--- config.mk ---
export PLATFORM = sky130hd
export DESIGN_NAME = sscr_config_top
export DESIGN_NICKNAME = d
export VERILOG_FILES = /design/src/core/sscr_config_top.v /design/src/core/sscr_pin_sync.v /design/src/core/sscr_shift_reg.v
export VERILOG_INCLUDE_DIRS = /design/src /design/src/core
export SDC_FILE = /design/constraint.sdc
export NUM_CORES = 1
export LEC_CHECK = 0
export BUFFER_PORTS_ARGS = -buffer_cell sky130_fd_sc_hd__buf_2
export CORE_AREA = 2 2 165 167
export CTS_CLUSTER_DIAMETER = 50
export DETAILED_ROUTE_END_ITERATION = 16
export DIE_AREA = 0 0 167 169
export PLACE_DENSITY = 0.79
export SYNTH_ARGS = -nofsm -noshare
export SYNTH_HDL_FRONTEND = slang
export SYNTH_SLANG_ARGS = --single-unit
--- constraint.sdc ---
create_clock -name clk_sys -period 2.45 [get_ports clk_sys]
set_input_delay 0.1225 -clock clk_sys [delete_from_list [all_inputs] [get_ports clk_sys]]
set_output_delay 0.1225 -clock clk_sys [all_outputs]
set_load 0.03 [all_outputs]
--- src/core/sscr_map.vh ---
// constants of the synthesizer serial configuration block
// assumes: included by every design file by bare name
// Overview of operation
// - host shifts 32 bits msb first; one bit taken per serial clock rise
// - latch strobe rise moves word into holding register picked by low three bits
// - double-buffered fields wait for a later write to select code zero
// - select code 000 loads integer and fractional-msb register
// - select code 001 loads fractional-lsb and phase register
// - select code 010 loads reference divider register
// - bit 31 of register zero enables frequency ramp
// - bits 30..27 of register zero pick output multiplexer source
// - bits 26..15 of register zero are 12-bit integer divide value
// - fractional numerator is register one lsb part plus register zero msb part times 2^13
// - register one bit 28 enables phase adjustment; increment applied only then
// - phase word bits 14..3 advances phase after next register zero write
// - phase step equals word times 360 degrees over 4096
`ifndef SSCR_MAP_VH
`define SSCR_MAP_VH
`define SSCR_WORD_W        32
`define SSCR_SEL_MSB       2
`define SSCR_SEL_INT_FRACTIONAL_NUMERATOR  3'h0
`define SSCR_SEL_FRACTIONAL_NUMERATOR_LSB  3'h1
`define SSCR_SEL_REF_DIV   3'h2
`define SSCR_SEL_FUNCTION  3'h3
`define SSCR_SEL_CLOCK     3'h4
`define SSCR_SEL_DEVIATION 3'h5
`define SSCR_SEL_STEP      3'h6
`define SSCR_SEL_DELAY     3'h7
`define SSCR_RAMP_ON_BIT   31
`define SSCR_MUX_MSB       30
`define SSCR_MUX_LSB       27
`define SSCR_INT_MSB       26
`define SSCR_INT_LSB       15
`define SSCR_FMSB_MSB      14
`define SSCR_FMSB_LSB      3
`define SSCR_FLSB_MSB      27
`define SSCR_FLSB_LSB      15
`define SSCR_PH_EN_BIT     28
`define SSCR_PH_MSB        14
`define SSCR_PH_LSB        3
`define SSCR_FLSB_W        13
`define SSCR_PHASE_STEPS   4096
`define SSCR_WORD_RESET    32'h0000_0000
`define SSCR_ACC_RESET     12'h000
`define SSCR_BIT_RESET     1'b0
`define SSCR_MUX_RESET     4'h0
`define SSCR_INT_RESET     12'h000
`define SSCR_FRACTIONAL_NUMERATOR_RESET    25'h000_0000
`endif

--- src/core/sscr_config_top.v ---
// configuration register bank of the synthesizer behind a 3-wire serial port
// assumes: serial pins are asynchronous; outputs feed the synthesizer core
`include "sscr_map.vh"
module sscr_config_top
(
   clk_sys,
   rst_n,
   serial_clk,
   serial_data,
   latch_strobe,
   ramp_enable,
   output_mux_select,
   integer_value,
   fractional_numerator,
   phase_adjust_enable,
   phase_accum,
   phase_update,
   ref_div_config,
   function_config,
   clock_divider_config,
   deviation_config,
   ramp_step_config,
   ramp_delay_config,
   frequency_update
);
   input  wire        clk_sys;
   input  wire        rst_n;
   input  wire        serial_clk;
   input  wire        serial_data;
   input  wire        latch_strobe;
   output reg         ramp_enable;
   output reg  [3:0]  output_mux_select;
   output reg  [11:0] integer_value;
   output reg  [24:0] fractional_numerator;
   output reg         phase_adjust_enable;
   output reg  [11:0] phase_accum;
   output reg         phase_update;
   output reg  [31:0] ref_div_config;
   output reg  [31:0] function_config;
   output reg  [31:0] clock_divider_config;
   output reg  [31:0] deviation_config;
   output reg  [31:0] ramp_step_config;
   output reg  [31:0] ramp_delay_config;
   output reg         frequency_update;

   wire        sclk_lvl;
   wire        sdata_lvl;
   wire        le_lvl;
   wire [31:0] shift_word;
   reg         sclk_d_r;
   reg         le_d_r;
   reg  [31:0] integer_fractional_numerator_msb_r;
   reg  [31:0] fractional_numerator_lsb_phase_r;
   reg  [31:0] ref_div_hold_r;
   wire        shift_pulse;
   wire        latch_pulse;
   wire [2:0]  sel;

   // select code is the three lsbs of the shifted word
   function [2:0] sel_of;
      input [31:0] w;
      begin
         sel_of = w[`SSCR_SEL_MSB:0];
      end
   endfunction

   ////////////////////////////////////////////////////////////////
   // pin synchronisers
   sscr_pin_sync u_sync_clk
   (
      .clk_sys   (clk_sys),
      .rst_n     (rst_n),
      .pin_in    (serial_clk),
      .level_out (sclk_lvl)
   );
   sscr_pin_sync u_sync_data
   (
      .clk_sys   (clk_sys),
      .rst_n     (rst_n),
      .pin_in    (serial_data),
      .level_out (sdata_lvl)
   );
   sscr_pin_sync u_sync_le
   (
      .clk_sys   (clk_sys),
      .rst_n     (rst_n),
      .pin_in    (latch_strobe),
      .level_out (le_lvl)
   );

   ////////////////////////////////////////////////////////////////
   // edge detection of filtered levels; delayed copies idle low like the pins
   // delayed serial clock level
   always @(posedge clk_sys)
   begin
      if (!rst_n)
         sclk_d_r <= `SSCR_BIT_RESET;
      else
         sclk_d_r <= sclk_lvl;
   end

   // delayed latch strobe level
   always @(posedge clk_sys)
   begin
      if (!rst_n)
         le_d_r <= `SSCR_BIT_RESET;
      else
         le_d_r <= le_lvl;
   end

   assign shift_pulse = sclk_lvl & ~sclk_d_r;
   assign latch_pulse = le_lvl & ~le_d_r;
   assign sel         = sel_of(shift_word);

   sscr_shift_reg u_shift
   (
      .clk_sys  (clk_sys),
      .rst_n    (rst_n),
      .shift_en (shift_pulse),
      .data_bit (sdata_lvl),
      .word_out (shift_word)
   );

   ////////////////////////////////////////////////////////////////
   // load strobe of one holding register: strobe edge with matching code
   function hit;
      input       pulse;
      input [2:0] s;
      input [2:0] code;
      begin
         hit = pulse & (s == code);
      end
   endfunction

   // one load strobe per holding register; nothing loads while shifting
   wire        ld_int_fractional_numerator  = hit(latch_pulse, sel, `SSCR_SEL_INT_FRACTIONAL_NUMERATOR);
   wire        ld_fractional_numerator_lsb  = hit(latch_pulse, sel, `SSCR_SEL_FRACTIONAL_NUMERATOR_LSB);
   wire        ld_ref_div   = hit(latch_pulse, sel, `SSCR_SEL_REF_DIV);
   wire        ld_function  = hit(latch_pulse, sel, `SSCR_SEL_FUNCTION);
   wire        ld_clock     = hit(latch_pulse, sel, `SSCR_SEL_CLOCK);
   wire        ld_deviation = hit(latch_pulse, sel, `SSCR_SEL_DEVIATION);
   wire        ld_step      = hit(latch_pulse, sel, `SSCR_SEL_STEP);
   wire        ld_delay     = hit(latch_pulse, sel, `SSCR_SEL_DELAY);

   ////////////////////////////////////////////////////////////////
   // holding registers: only the selected one moves, only at strobe
   // integer and fractional-msb word
   always @(posedge clk_sys)
   begin
      if (!rst_n)
         integer_fractional_numerator_msb_r <= `SSCR_WORD_RESET;
      else if (ld_int_fractional_numerator)
         integer_fractional_numerator_msb_r <= shift_word;
   end

   // fractional-lsb and phase word, buffered until register zero
   always @(posedge clk_sys)
   begin
      if (!rst_n)
         fractional_numerator_lsb_phase_r <= `SSCR_WORD_RESET;
      else if (ld_fractional_numerator_lsb)
         fractional_numerator_lsb_phase_r <= shift_word;
   end

   // reference divider word, buffered until register zero
   always @(posedge clk_sys)
   begin
      if (!rst_n)
         ref_div_hold_r <= `SSCR_WORD_RESET;
      else if (ld_ref_div)
         ref_div_hold_r <= shift_word;
   end

   // function word, active at once
   always @(posedge clk_sys)
   begin
      if (!rst_n)
         function_config <= `SSCR_WORD_RESET;
      else if (ld_function)
         function_config <= shift_word;
   end

   // clock divider word, active at once
   always @(posedge clk_sys)
   begin
      if (!rst_n)
         clock_divider_config <= `SSCR_WORD_RESET;
      else if (ld_clock)
         clock_divider_config <= shift_word;
   end

   // deviation word, active at once
   always @(posedge clk_sys)
   begin
      if (!rst_n)
         deviation_config <= `SSCR_WORD_RESET;
      else if (ld_deviation)
         deviation_config <= shift_word;
   end

   // ramp step word, active at once
   always @(posedge clk_sys)
   begin
      if (!rst_n)
         ramp_step_config <= `SSCR_WORD_RESET;
      else if (ld_step)
         ramp_step_config <= shift_word;
   end

   // ramp delay word, active at once
   always @(posedge clk_sys)
   begin
      if (!rst_n)
         ramp_delay_config <= `SSCR_WORD_RESET;
      else if (ld_delay)
         ramp_delay_config <= shift_word;
   end

   ////////////////////////////////////////////////////////////////
   // active settings: register zero fields and buffered copies move together
   // one cycle after a register zero latch, read from the holding registers
   // strobes come many cycles apart, so no holding register moves meanwhile
   reg         act_load_r;

   // delayed register zero strobe
   always @(posedge clk_sys)
   begin
      if (!rst_n)
         act_load_r <= `SSCR_BIT_RESET;
      else
         act_load_r <= ld_int_fractional_numerator;
   end

   // ramp enable
   always @(posedge clk_sys)
   begin
      if (!rst_n)
         ramp_enable <= `SSCR_BIT_RESET;
      else if (act_load_r)
         ramp_enable <= integer_fractional_numerator_msb_r[`SSCR_RAMP_ON_BIT];
   end

   // output multiplexer source
   always @(posedge clk_sys)
   begin
      if (!rst_n)
         output_mux_select <= `SSCR_MUX_RESET;
      else if (act_load_r)
         output_mux_select <= integer_fractional_numerator_msb_r[`SSCR_MUX_MSB:`SSCR_MUX_LSB];
   end

   // integer divide value
   always @(posedge clk_sys)
   begin
      if (!rst_n)
         integer_value <= `SSCR_INT_RESET;
      else if (act_load_r)
         integer_value <= integer_fractional_numerator_msb_r[`SSCR_INT_MSB:`SSCR_INT_LSB];
   end

   // fractional numerator: msb part over the buffered lsb part
   always @(posedge clk_sys)
   begin
      if (!rst_n)
         fractional_numerator <= `SSCR_FRACTIONAL_NUMERATOR_RESET;
      else if (act_load_r)
         fractional_numerator <= {integer_fractional_numerator_msb_r[`SSCR_FMSB_MSB:`SSCR_FMSB_LSB],
                                  fractional_numerator_lsb_phase_r[`SSCR_FLSB_MSB:`SSCR_FLSB_LSB]};
   end

   // buffered reference divider word
   always @(posedge clk_sys)
   begin
      if (!rst_n)
         ref_div_config <= `SSCR_WORD_RESET;
      else if (act_load_r)
         ref_div_config <= ref_div_hold_r;
   end

   // phase adjustment enable as applied at the last register zero write
   always @(posedge clk_sys)
   begin
      if (!rst_n)
         phase_adjust_enable <= `SSCR_BIT_RESET;
      else if (act_load_r)
         phase_adjust_enable <= fractional_numerator_lsb_phase_r[`SSCR_PH_EN_BIT];
   end

   // modulo 4096 wrap gives word * 360/4096 degree steps
   always @(posedge clk_sys)
   begin
      if (!rst_n)
         phase_accum <= `SSCR_ACC_RESET;
      else if (act_load_r && fractional_numerator_lsb_phase_r[`SSCR_PH_EN_BIT])
         phase_accum <= phase_accum + fractional_numerator_lsb_phase_r[`SSCR_PH_MSB:`SSCR_PH_LSB];
   end

   // one-cycle pulse when the phase advanced
   always @(posedge clk_sys)
   begin
      if (!rst_n)
         phase_update <= `SSCR_BIT_RESET;
      else
         phase_update <= act_load_r & fractional_numerator_lsb_phase_r[`SSCR_PH_EN_BIT];
   end

   // one-cycle pulse when new frequency settings became active
   always @(posedge clk_sys)
   begin
      if (!rst_n)
         frequency_update <= `SSCR_BIT_RESET;
      else
         frequency_update <= act_load_r;
   end
endmodule // sscr_config_top

--- src/core/sscr_pin_sync.v ---
// three-stage synchroniser with agreement filter for one pin
// assumes: pin is asynchronous to clk_sys
`include "sscr_map.vh"
module sscr_pin_sync
(
   clk_sys,
   rst_n,
   pin_in,
   level_out
);
   input  wire clk_sys;
   input  wire rst_n;
   input  wire pin_in;
   output reg  level_out;

   reg s1_r;
   reg s2_r;
   reg s3_r;

   ////////////////////////////////////////////////////////////////
   // level changes once stages two and three agree
   always @(posedge clk_sys)
   begin
      if (!rst_n)
      begin
         s1_r      <= 1'b0;
         s2_r      <= 1'b0;
         s3_r      <= 1'b0;
         level_out <= 1'b0;
      end
      else
      begin
         s1_r <= pin_in;
         s2_r <= s1_r;
         s3_r <= s2_r;
         if (s2_r == s3_r)
            level_out <= s3_r;
      end
   end
endmodule // sscr_pin_sync

--- src/core/sscr_shift_reg.v ---
// 32-bit input shift register, msb first
// assumes: shift_en is a one-cycle pulse per serial clock rise
`include "sscr_map.vh"
module sscr_shift_reg
(
   clk_sys,
   rst_n,
   shift_en,
   data_bit,
   word_out
);
   input  wire                    clk_sys;
   input  wire                    rst_n;
   input  wire                    shift_en;
   input  wire                    data_bit;
   output reg  [`SSCR_WORD_W-1:0] word_out;

   ////////////////////////////////////////////////////////////////
   // new bit enters at lsb so first bit ends at msb
   always @(posedge clk_sys)
   begin
      if (!rst_n)
         word_out <= `SSCR_WORD_RESET;
      else if (shift_en)
         word_out <= {word_out[`SSCR_WORD_W-2:0], data_bit};
   end
endmodule // sscr_shift_reg

==> qor.txt, run 1 <==
kind of critical path - reg2reg
final layout net count - 1821
DP Wirelength - 24150 microns
Max Fclk - 481.0 MHz
Clock power frac - 49.4%
Clk pin slew, worst setup/hold paths - 0.06 ns
Clock Path Buffers - 3
H-tree Lvls - 2
Pwr Total - 12.67 mW
# fillers - 2157
gr usage total - 27.34%
CP Capture Type - flip-flop
minimum clock period - 2.079 ns
Fin Setup TNS - 0 ns
Worst setup SP type - flip-flop
Sequential Power Share - 49.2%
port buffer count - 253
Comb pwr share - 1.4%
VDD IR-drop max - 0.0007108 V
number of instances in the placed design - 2100
Max Cap Viol - 0
Die Footprint - 28220 sq um
detailed-route wire length per cell - 18.24 microns
Rows - 60
antenna-violating nets left - 0
Slew HR - 28.26%
Post-synth ARST share - 0%
layout cells sized above 1 - 20.22%
critical path peak fanout - 6
commonest non-fill, non-tap cells in the layout - nand2_1, dfxtp_1, buf_2, a21boi_0, nor2b_1
Post-synth EDFFs - 0
hold path cells - 2
Layout Area Growth over Synthesis - 18.32%
CTS tree - yes
vias in the first global route - 11020
placed cell areas - 15930 sq um
outcome - finished, final reports clean
WP data arrival - 2.54 ns
Yosys warning count - 0
total routed wirelength - 39710 microns
synthesized area per cell - 9.010 sq um
CTS Buf Count - 40
RSZ-0062 raised after global routing - false
DR vias - 11580
period utilization - 84.86%
top_reg_cell synth - dfxtp_1
Switch Pwr - 2.572 mW
post-layout util - 65.41%
Net Sw Frac - 20.31%
Power Density - 730.7 nW/um^2
non-filler cells, final - 2177
Met1 Wirelength - 17190 microns
core box area - 26500 sq um
Die W - 167 microns
Post-Syn Area - 14650 sq um
largest net degree at the start of global routing - 104
Mapped Cells - 1626
Final Hold Fails - 0
Met2 Routed Length - 18170 microns
FF+latch count, synth - 383
placer congestion estimate - 0.8380
metal3 WL - 3339 microns
leading cell type in the layout, fill and taps excluded - nand2_1
Sink Count - 383
worst slack, placed - 0.4238 ns
DRC viols - 0
worst min-delay path class - in2reg
Seq/Total Area, Yosys - 52.34%
Final Slew Violations - 0
Distinct cells, synth - 50
post-CTS setup buffer count - 0
Layout Skew - 0.01402 ns
Leakage - 6.634 nW
initial drt markers - 859
Via density - 5.320
Data required, critical path - 2.91 ns
grt total ovfl - 0
router iterations before antenna repair - 5
R2R depth - 7
Synth Net Count - 1643
initial antenna violation count - 1
I/O pins - 254
final setup vio count - 0
Internal - 10.09 mW
Top Metal Used - met4
Starting Density - 55.28%
first-pass GRT wire length - 61020 microns
setup ws final - 0.3708 ns
worst slew pin tran - 1.076 ns
clock root buffer - clkbuf_16
Finished Cell Area - 17330 sq um
Worst-Skew Late Latency - 0.53 ns
Die H - 169 microns
Hold WS - 0.03711 ns
-- critical path: stages (launching register included) --
cell      delay, ns
dfxtp_1        0.32
ha_1           0.24
fa_1           0.44
a211oi_1       0.27
o21bai_1       0.11
a21o_1         0.25
a311o_1        0.33
nand3_1        0.06
-- layer usage --
layer | vias up | track usage [%]
li1 | 5650 | -
met1 | 5470 | 35.48
met2 | 384 | 44.98
met3 | 77 | 7.388
met4 | 0 | 7.834
met5 | - | 0
-- worst paths after layout --
path	start	to	slack, ns
setup / recovery	phase_accum[0]	phase_accum[10]	0.37
hold / removal	rst_n	ref_div_hold_r[1]	0.04
setup reg to reg	phase_accum[0]	phase_accum[10]	0.37
hold reg to reg	u_sync_clk.s1_r	u_sync_clk.s2_r	0.43
-- cell usage after synthesis (all sizes together) (2+ instances only) --
library cell	n	share of area (%)
o21ai	10	0.37
a21oi	10	0.34
a21boi	267	14
nor3b	3	0.15
o21a	12	0.61
xnor2	3	0.18
o211ai	3	0.15
nor2b	77	3.3
a211oi	3	0.15
nand2b	3	0.13
clkbuf	79	2.0
mux2i	74	5.1
or2	2	0.085
dfxtp	383	52
nand4b	2	0.12
xor2	2	0.12
nor2	9	0.33
nand4	5	0.21
nand3	13	0.44
and2	17	0.73
a31oi	3	0.13
and3	10	0.43
a21o	3	0.15
ha	11	0.94
nand2	544	14
buf	62	2.3
-- cell type report --
class | count | area, sq um | share of cell area, %
inverters | 1 | 3.754 | 0.02165
clock buffers | 57 | 1167 | 6.735
repair buffers | 277 | 1501 | 8.662
flip-flops and latches | 383 | 7671 | 44.25
well taps | 341 | 426.7 | 2.461
diodes | 1 | 2.502 | 0.01444
multi-input cells | 1101 | 6355 | 36.66
clock inverters | 16 | 206.4 | 1.191
-- kinds of logic after synthesis --
| group | Yosys count | synth area share (%) |
|---|---|---|
| muxes | 75 | 5.133 |
| DFF | 383 | 52.34 |
| AOI/OAI and AO/OA | 318 | 16.48 |
| and+or+nand+nor | 691 | 20.28 |
| adders and majority gates | 12 | 1.076 |
| xor gates and xnor gates | 5 | 0.2990 |
| buffers and inverters | 142 | 4.390 |
-- power groups by stage --
| stage | sequential (mW) | combinational, mW | clock, mW |
|---|---|---|---|
| finish | 6.23 | 0.179 | 6.25 |
| global route | 6.23 | 0.191 | 6.60 |
| CTS | 6.23 | 0.178 | 6.34 |
| detailed placement | 6.37 | 0.174 | 0 |
| global placement | 6.37 | 0.174 | 0 |
| floorplan | 6.37 | 0.142 | 0 |
-- sequential cells by signal, indices dropped and copies added, names as in the netlist, 4 cells and up --
| signal | count |
|---|---|
| clock_divider_config | 32 |
| output_mux_select | 4 |
| deviation_config | 32 |
| integer_fractional_numerator_msb_r | 29 |
| fractional_numerator | 25 |
| fractional_numerator_lsb_phase_r | 26 |
| ramp_step_config | 32 |
| phase_accum | 12 |
| ref_div_hold_r | 32 |
| ref_div_config | 32 |
| function_config | 32 |
| u_shift.word_out | 32 |
| ramp_delay_config | 32 |
| integer_value | 12 |
-- timing repair --
action,in CTS,in global routing
resized for setup,0,0
hold buffers,3,0
hold endpoints to repair,3,0
Power figures use the tool's default switching activity.
==> run 2, diff against run 1 <==
ABC_AREA = 1   (was unset)
CORE_AREA = 2 2 162 164   (was 2 2 165 167)
DIE_AREA = 0 0 164 166   (was 0 0 167 169)
PLACE_DENSITY = 0.78   (was 0.79)
clock period = 2.1 ns   (was 2.45 ns; I/O delays follow)
==> qor.txt, run 2 <==
initial antenna violation count - 0
CP Capture Type - flip-flop
Yosys warning count - 0
largest net degree at the start of global routing - 192
placed cell areas - 15040 sq um
Yosys top cell by area - dfxtp_1
vias in the first global route - 11210
layout cells sized above 1 - 17.77%
VDD IR-drop max - 0.0005541 V
Layout Area Growth over Synthesis - 18.53%
Seq/Total Area, Yosys - 55.40%
Max Cap Viol - 0
DRC viols - 0
port buffer count - 253
FF+latch count, synth - 383
RSZ-0062 raised after global routing - false
total routed wirelength - 40320 microns
Area contributors post-synth - dfxtp_1, nor2_1, o21ai_0
router iterations before antenna repair - 8
period utilization - 92.17%
DP Wirelength - 24450 microns
Worst setup SP type - flip-flop
WP data arrival - 2.40 ns
detailed-route wire length per cell - 17.20 microns
commonest non-fill, non-tap cells in the layout - nor2_1, dfxtp_1, o21ai_0, buf_2, nand2_1
Die Footprint - 27220 sq um
Final Hold Fails - 0
ANT cells - 0
DR vias - 12500
Mapped Cells - 1801
Commonest cells post-synth - nor2_1, dfxtp_1, o21ai_0, nand2_1, clkbuf_1
core box area - 25620 sq um
CP delay by family, top - simple AND/OR/NAND/NOR gates
setup ws final - 0.1644 ns
post-CTS sizing - 0
top_reg_cell synth - dfxtp_1
minimum clock period - 1.936 ns
outcome - finished, final reports clean
final setup vio count - 0
cells along the critical path - ha_1 > fa_1 > nand2_1 > nor2_1 > nor2_1 > o21ai_0 > or2_2 > nand3_1 > nand2_1 > inv_1
Data required, critical path - 2.56 ns
Post-synth ARST share - 0%
reg2reg start - phase_accum[0]
Post-synth EDFFs - 0
synthesized area per cell - 7.685 sq um
Rows - 59
Post-Syn Area - 13840 sq um
Met2 Routed Length - 18110 microns
H-tree Lvls - 2
Layout Skew - 0.01319 ns
Power Density - 881.2 nW/um^2
Worst Path Buf+Inv - 1
Via density - 5.333
I/O pins - 254
antenna-violating nets left - 0
Die H - 166 microns
Worst Setup SP - phase_accum[0]
placer congestion estimate - 0.8531
non-filler cells, final - 2344
crit-path max cell delay - 0.43 ns
Final Slew Violations - 0
CTS Buf Count - 39
Sink Count - 383
grt total ovfl - 0
Distinct cells, synth - 26
Finished Cell Area - 16410 sq um
Starting Density - 54.03%
Die W - 164 microns
Met1 Wirelength - 17140 microns
number of instances in the placed design - 2269
kind of critical path - reg2reg
final layout net count - 1999
worst slack, placed - 0.1874 ns
Max Fclk - 516.6 MHz
leading cell type in the layout, fill and taps excluded - nor2_1
Clk pin slew, worst setup/hold paths - 0.06 ns
Leakage - 9.009 nW
metal3 WL - 3734 microns
Top Metal Used - met4
clock root buffer - clkbuf_16
worst min-delay path class - reg2reg
CTS tree - yes
Clock Path Buffers - 3
Slew HR - 34.82%
post-synth top area share - 55.40%
worst slew pin tran - 0.9766 ns
Fin Setup TNS - 0 ns
first-pass GRT wire length - 61780 microns
slowest stage cell, crit path - fa_1
Synth Net Count - 1818
gr usage total - 28.74%
critical path peak fanout - 3
count leader, synth - nor2_1
Min-Delay Startpoint - u_sync_clk.s1_r
initial drt markers - 1121
Worst-Skew Late Latency - 0.53 ns
==> run 2: kinds of logic after synthesis <==
kind of cell    share of synthesized area [%]
compound gates                          13.18
fa+ha+maj                               1.139
flops                                   55.40
xor+xnor                               0.1266
simple gates                            23.50
buf+inv                                 6.653
==> run 2: area by class of cell <==
cell class	instances	area, sq um
clock buffer	58	1170
clock inverter	10	127.6
fill	2180	9210
inverter	64	240.2
multi-input combinational	1213	5253
sequential	383	7669
tap	335	419.2
timing repair buffer	281	1528
==> run 2: worst paths after layout <==
check                         end  slack [ns]  cells after the start
setup / recovery   phase_accum[6]        0.16                     10
hold reg to reg   u_sync_clk.s2_r        0.42                      2
hold / removal    u_sync_clk.s2_r        0.42                      2
setup reg to reg   phase_accum[6]        0.16                     10
==> run 2: worst register-to-register path, stage by stage, from the launching register on <==
cell and delay (ns):
dfxtp_1 0.32, ha_1 0.24, fa_1 0.43, nand2_1 0.10, nor2_1 0.05, nor2_1 0.16
o21ai_0 0.13, or2_2 0.30, nand3_1 0.07, nand2_1 0.06, inv_1 0.04
==> run 2: metrics by stage <==
step / hold WS, ns / util [%] / power [mW]
after floorplan: 0.2026 / - / 7.568
after global placement: 0.3258 / 58.71 / 7.612
after global routing: 0.4492 / 64.05 / 14.82
after CTS: 0.4247 / 64.05 / 14.52
final: 0.4221 / 64.05 / 14.46
after detailed placement: 0.3244 / 58.71 / 7.613
==> run 2: layer usage <==
layer	track usage [%]	vias up
met5	0	-
met4	9.764	0
met3	7.218	91
met2	45.43	536
met1	38.40	5838
li1	-	6035
==> run 2: power by group <==
| group | internal (mW) | switching [mW] | leakage, nW |
|---|---|---|---|
| combinational | 0.0436 | 0.121 | 5.28 |
| sequential | 7.28 | 0.0205 | 3.09 |
| clock | 4.21 | 2.78 | 0.639 |
==> run 2: timing repair <==
action / CTS / global route
endpoints found under the hold margin: 17 / 0
hold buffers: 7 / 0
setup buffers: 0 / 0
==> run 3, diff against run 2 <==
==> constraint.sdc (replaced) <==
create_clock -name clk_sys -period 2.1 [get_ports clk_sys]
set_input_delay 0.21 -clock clk_sys [delete_from_list [all_inputs] [get_ports clk_sys]]
set_output_delay 0.21 -clock clk_sys [all_outputs]
set_load 0.03 [all_outputs]
==> qor.txt, run 3 (synthesis results as in run 2) <==
outcome - finished, final reports clean
CTS Buf Count - 39
Leakage - 8.976 nW
VDD IR-drop max - 0.0005416 V
kind of critical path - reg2reg
Starting Density - 54.03%
met1 GRT Util - 38.99%
gr usage total - 28.98%
Finished Cell Area - 16350 sq um
Die Footprint - 27220 sq um
Hold WS - 0.1267 ns
core box area - 25620 sq um
H-tree Lvls - 2
vias in the first global route - 11390
I/O pins - 254
worst min-delay path class - in2reg
crit-path max cell delay - 0.38 ns
Layout Area Growth over Synthesis - 18.12%
worst hold endpoint - function_config[2]
router iterations before antenna repair - 5
post-CTS setup buffer count - 0
Via density - 5.298
hold path cells - 3
R2R depth - 10
detailed-route wire length per cell - 17.05 microns
met3 Use GR - 6.893%
DRC viols - 0
Final Slew Violations - 0
largest net degree at the start of global routing - 186
Pwr Total - 14.26 mW
reg2reg start - phase_accum[0]
number of instances in the placed design - 2269
worst slack, placed - 0.1991 ns
layout cells sized above 1 - 17.85%
CTS tree - yes
RSZ-0062 raised after global routing - false
Layout Skew - 0.02466 ns
final setup vio count - 0
Data required, critical path - 2.56 ns
reg-to-reg critical path endpoint - phase_accum[6]
ANT cells - 0
Power Density - 872.1 nW/um^2
leading cell type in the layout, fill and taps excluded - nor2_1
Die W - 164 microns
met2 usage - 45.41%
Worst setup SP type - flip-flop
placer congestion estimate - 0.8511
critical path peak fanout - 3
Max Fclk - 533.4 MHz
post-layout util - 63.83%
period utilization - 89.28%
initial antenna violation count - 0
placed cell areas - 15050 sq um
setup ws final - 0.2252 ns
Final Hold Fails - 0
final layout net count - 1995
Clock Path Buffers - 3
worst slew pin tran - 0.9679 ns
grt total ovfl - 0
CP Capture Type - flip-flop
busiest grt layer - met2
non-filler cells, final - 2341
port buffer count - 253
r2r setup slk - 0.23 ns
Worst-Skew Late Latency - 0.53 ns
Sink Count - 383
Slew HR - 35.40%
total routed wirelength - 39920 microns
DR vias - 12400
minimum clock period - 1.875 ns
Die H - 166 microns
Min-Delay Startpoint - rst_n
Max Cap Viol - 0
commonest non-fill, non-tap cells in the layout - nor2_1, dfxtp_1, o21ai_0, buf_2, nand2_1
cells along the critical path - ha_1 > fa_2 > nand2_1 > nor2_1 > nor2_1 > o21ai_0 > or2_2 > nand3_1 > nand2_1 > inv_1
Fin Setup TNS - 0 ns
slowest stage cell, crit path - fa_2
Rows - 59
initial drt markers - 1048
Clk pin slew, worst setup/hold paths - 0.06 ns
WP data arrival - 2.33 ns
antenna-violating nets left - 0
DP Wirelength - 24370 microns
first-pass GRT wire length - 62280 microns
clock root buffer - clkbuf_16
==> run 3: per-layer routing <==
layer | vias to the layer above | part of all wire (%)
li1 | 6030 | -
met1 | 5729 | 42
met2 | 538 | 45
met3 | 105 | 9.4
met4 | 0 | 3.5
met5 | - | 0
==> run 3: worst max-delay path by stage <==
stage                         from             end  slack [ns]  depth (start not counted)
CTS                 phase_accum[0]  phase_accum[6]        0.18                         10
finish              phase_accum[0]  phase_accum[6]        0.23                         10
global placement    phase_accum[0]  phase_accum[6]        0.21                         10
detailed placement  phase_accum[0]  phase_accum[6]        0.20                         10
global route        phase_accum[0]  phase_accum[6]        0.05                         10
floorplan           phase_accum[0]  phase_accum[6]        0.19                         10
==> run 3: critical path, delay by kind of cell, from the launching register on <==
| family | cells | cell delay, ns |
|---|---|---|
| adder cells (fa/ha/maj) | 2 | 0.62 |
| AO/OA/AOI/OAI | 1 | 0.12 |
| AND/OR/NAND/NOR | 6 | 0.72 |
| buffers and inverters | 1 | 0.04 |
| flip-flops | 1 | 0.32 |
==> run 3: layout make-up <==
| class | instances | area (sq um) |
|---|---|---|
| Clock buffer | 59 | 1151 |
| Clock inverter | 10 | 115.1 |
| Fill cell | 2206 | 9266 |
| Inverter | 64 | 240.2 |
| Multi-Input combinational cell | 1213 | 5255 |
| Sequential cell | 383 | 7669 |
| Tap cell | 335 | 419.2 |
| Timing Repair Buffer | 277 | 1500 |
==> run 3: what timing repair did <==
item,4_1_cts,5_1_grt
gates resized for setup,0,1
endpoints found under the setup margin,0,1
endpoints found under the hold margin,3,0
hold buffers,3,0
==> run 3: power breakdown <==
part           leakage (nW)  switching (mW)  internal [mW]  total (mW)
Combinational          5.28           0.119         0.0402       0.160
Clock                 0.613            2.76           4.03        6.80
Sequential             3.09          0.0193           7.28        7.30
Total                  8.98            2.90           11.4        14.3
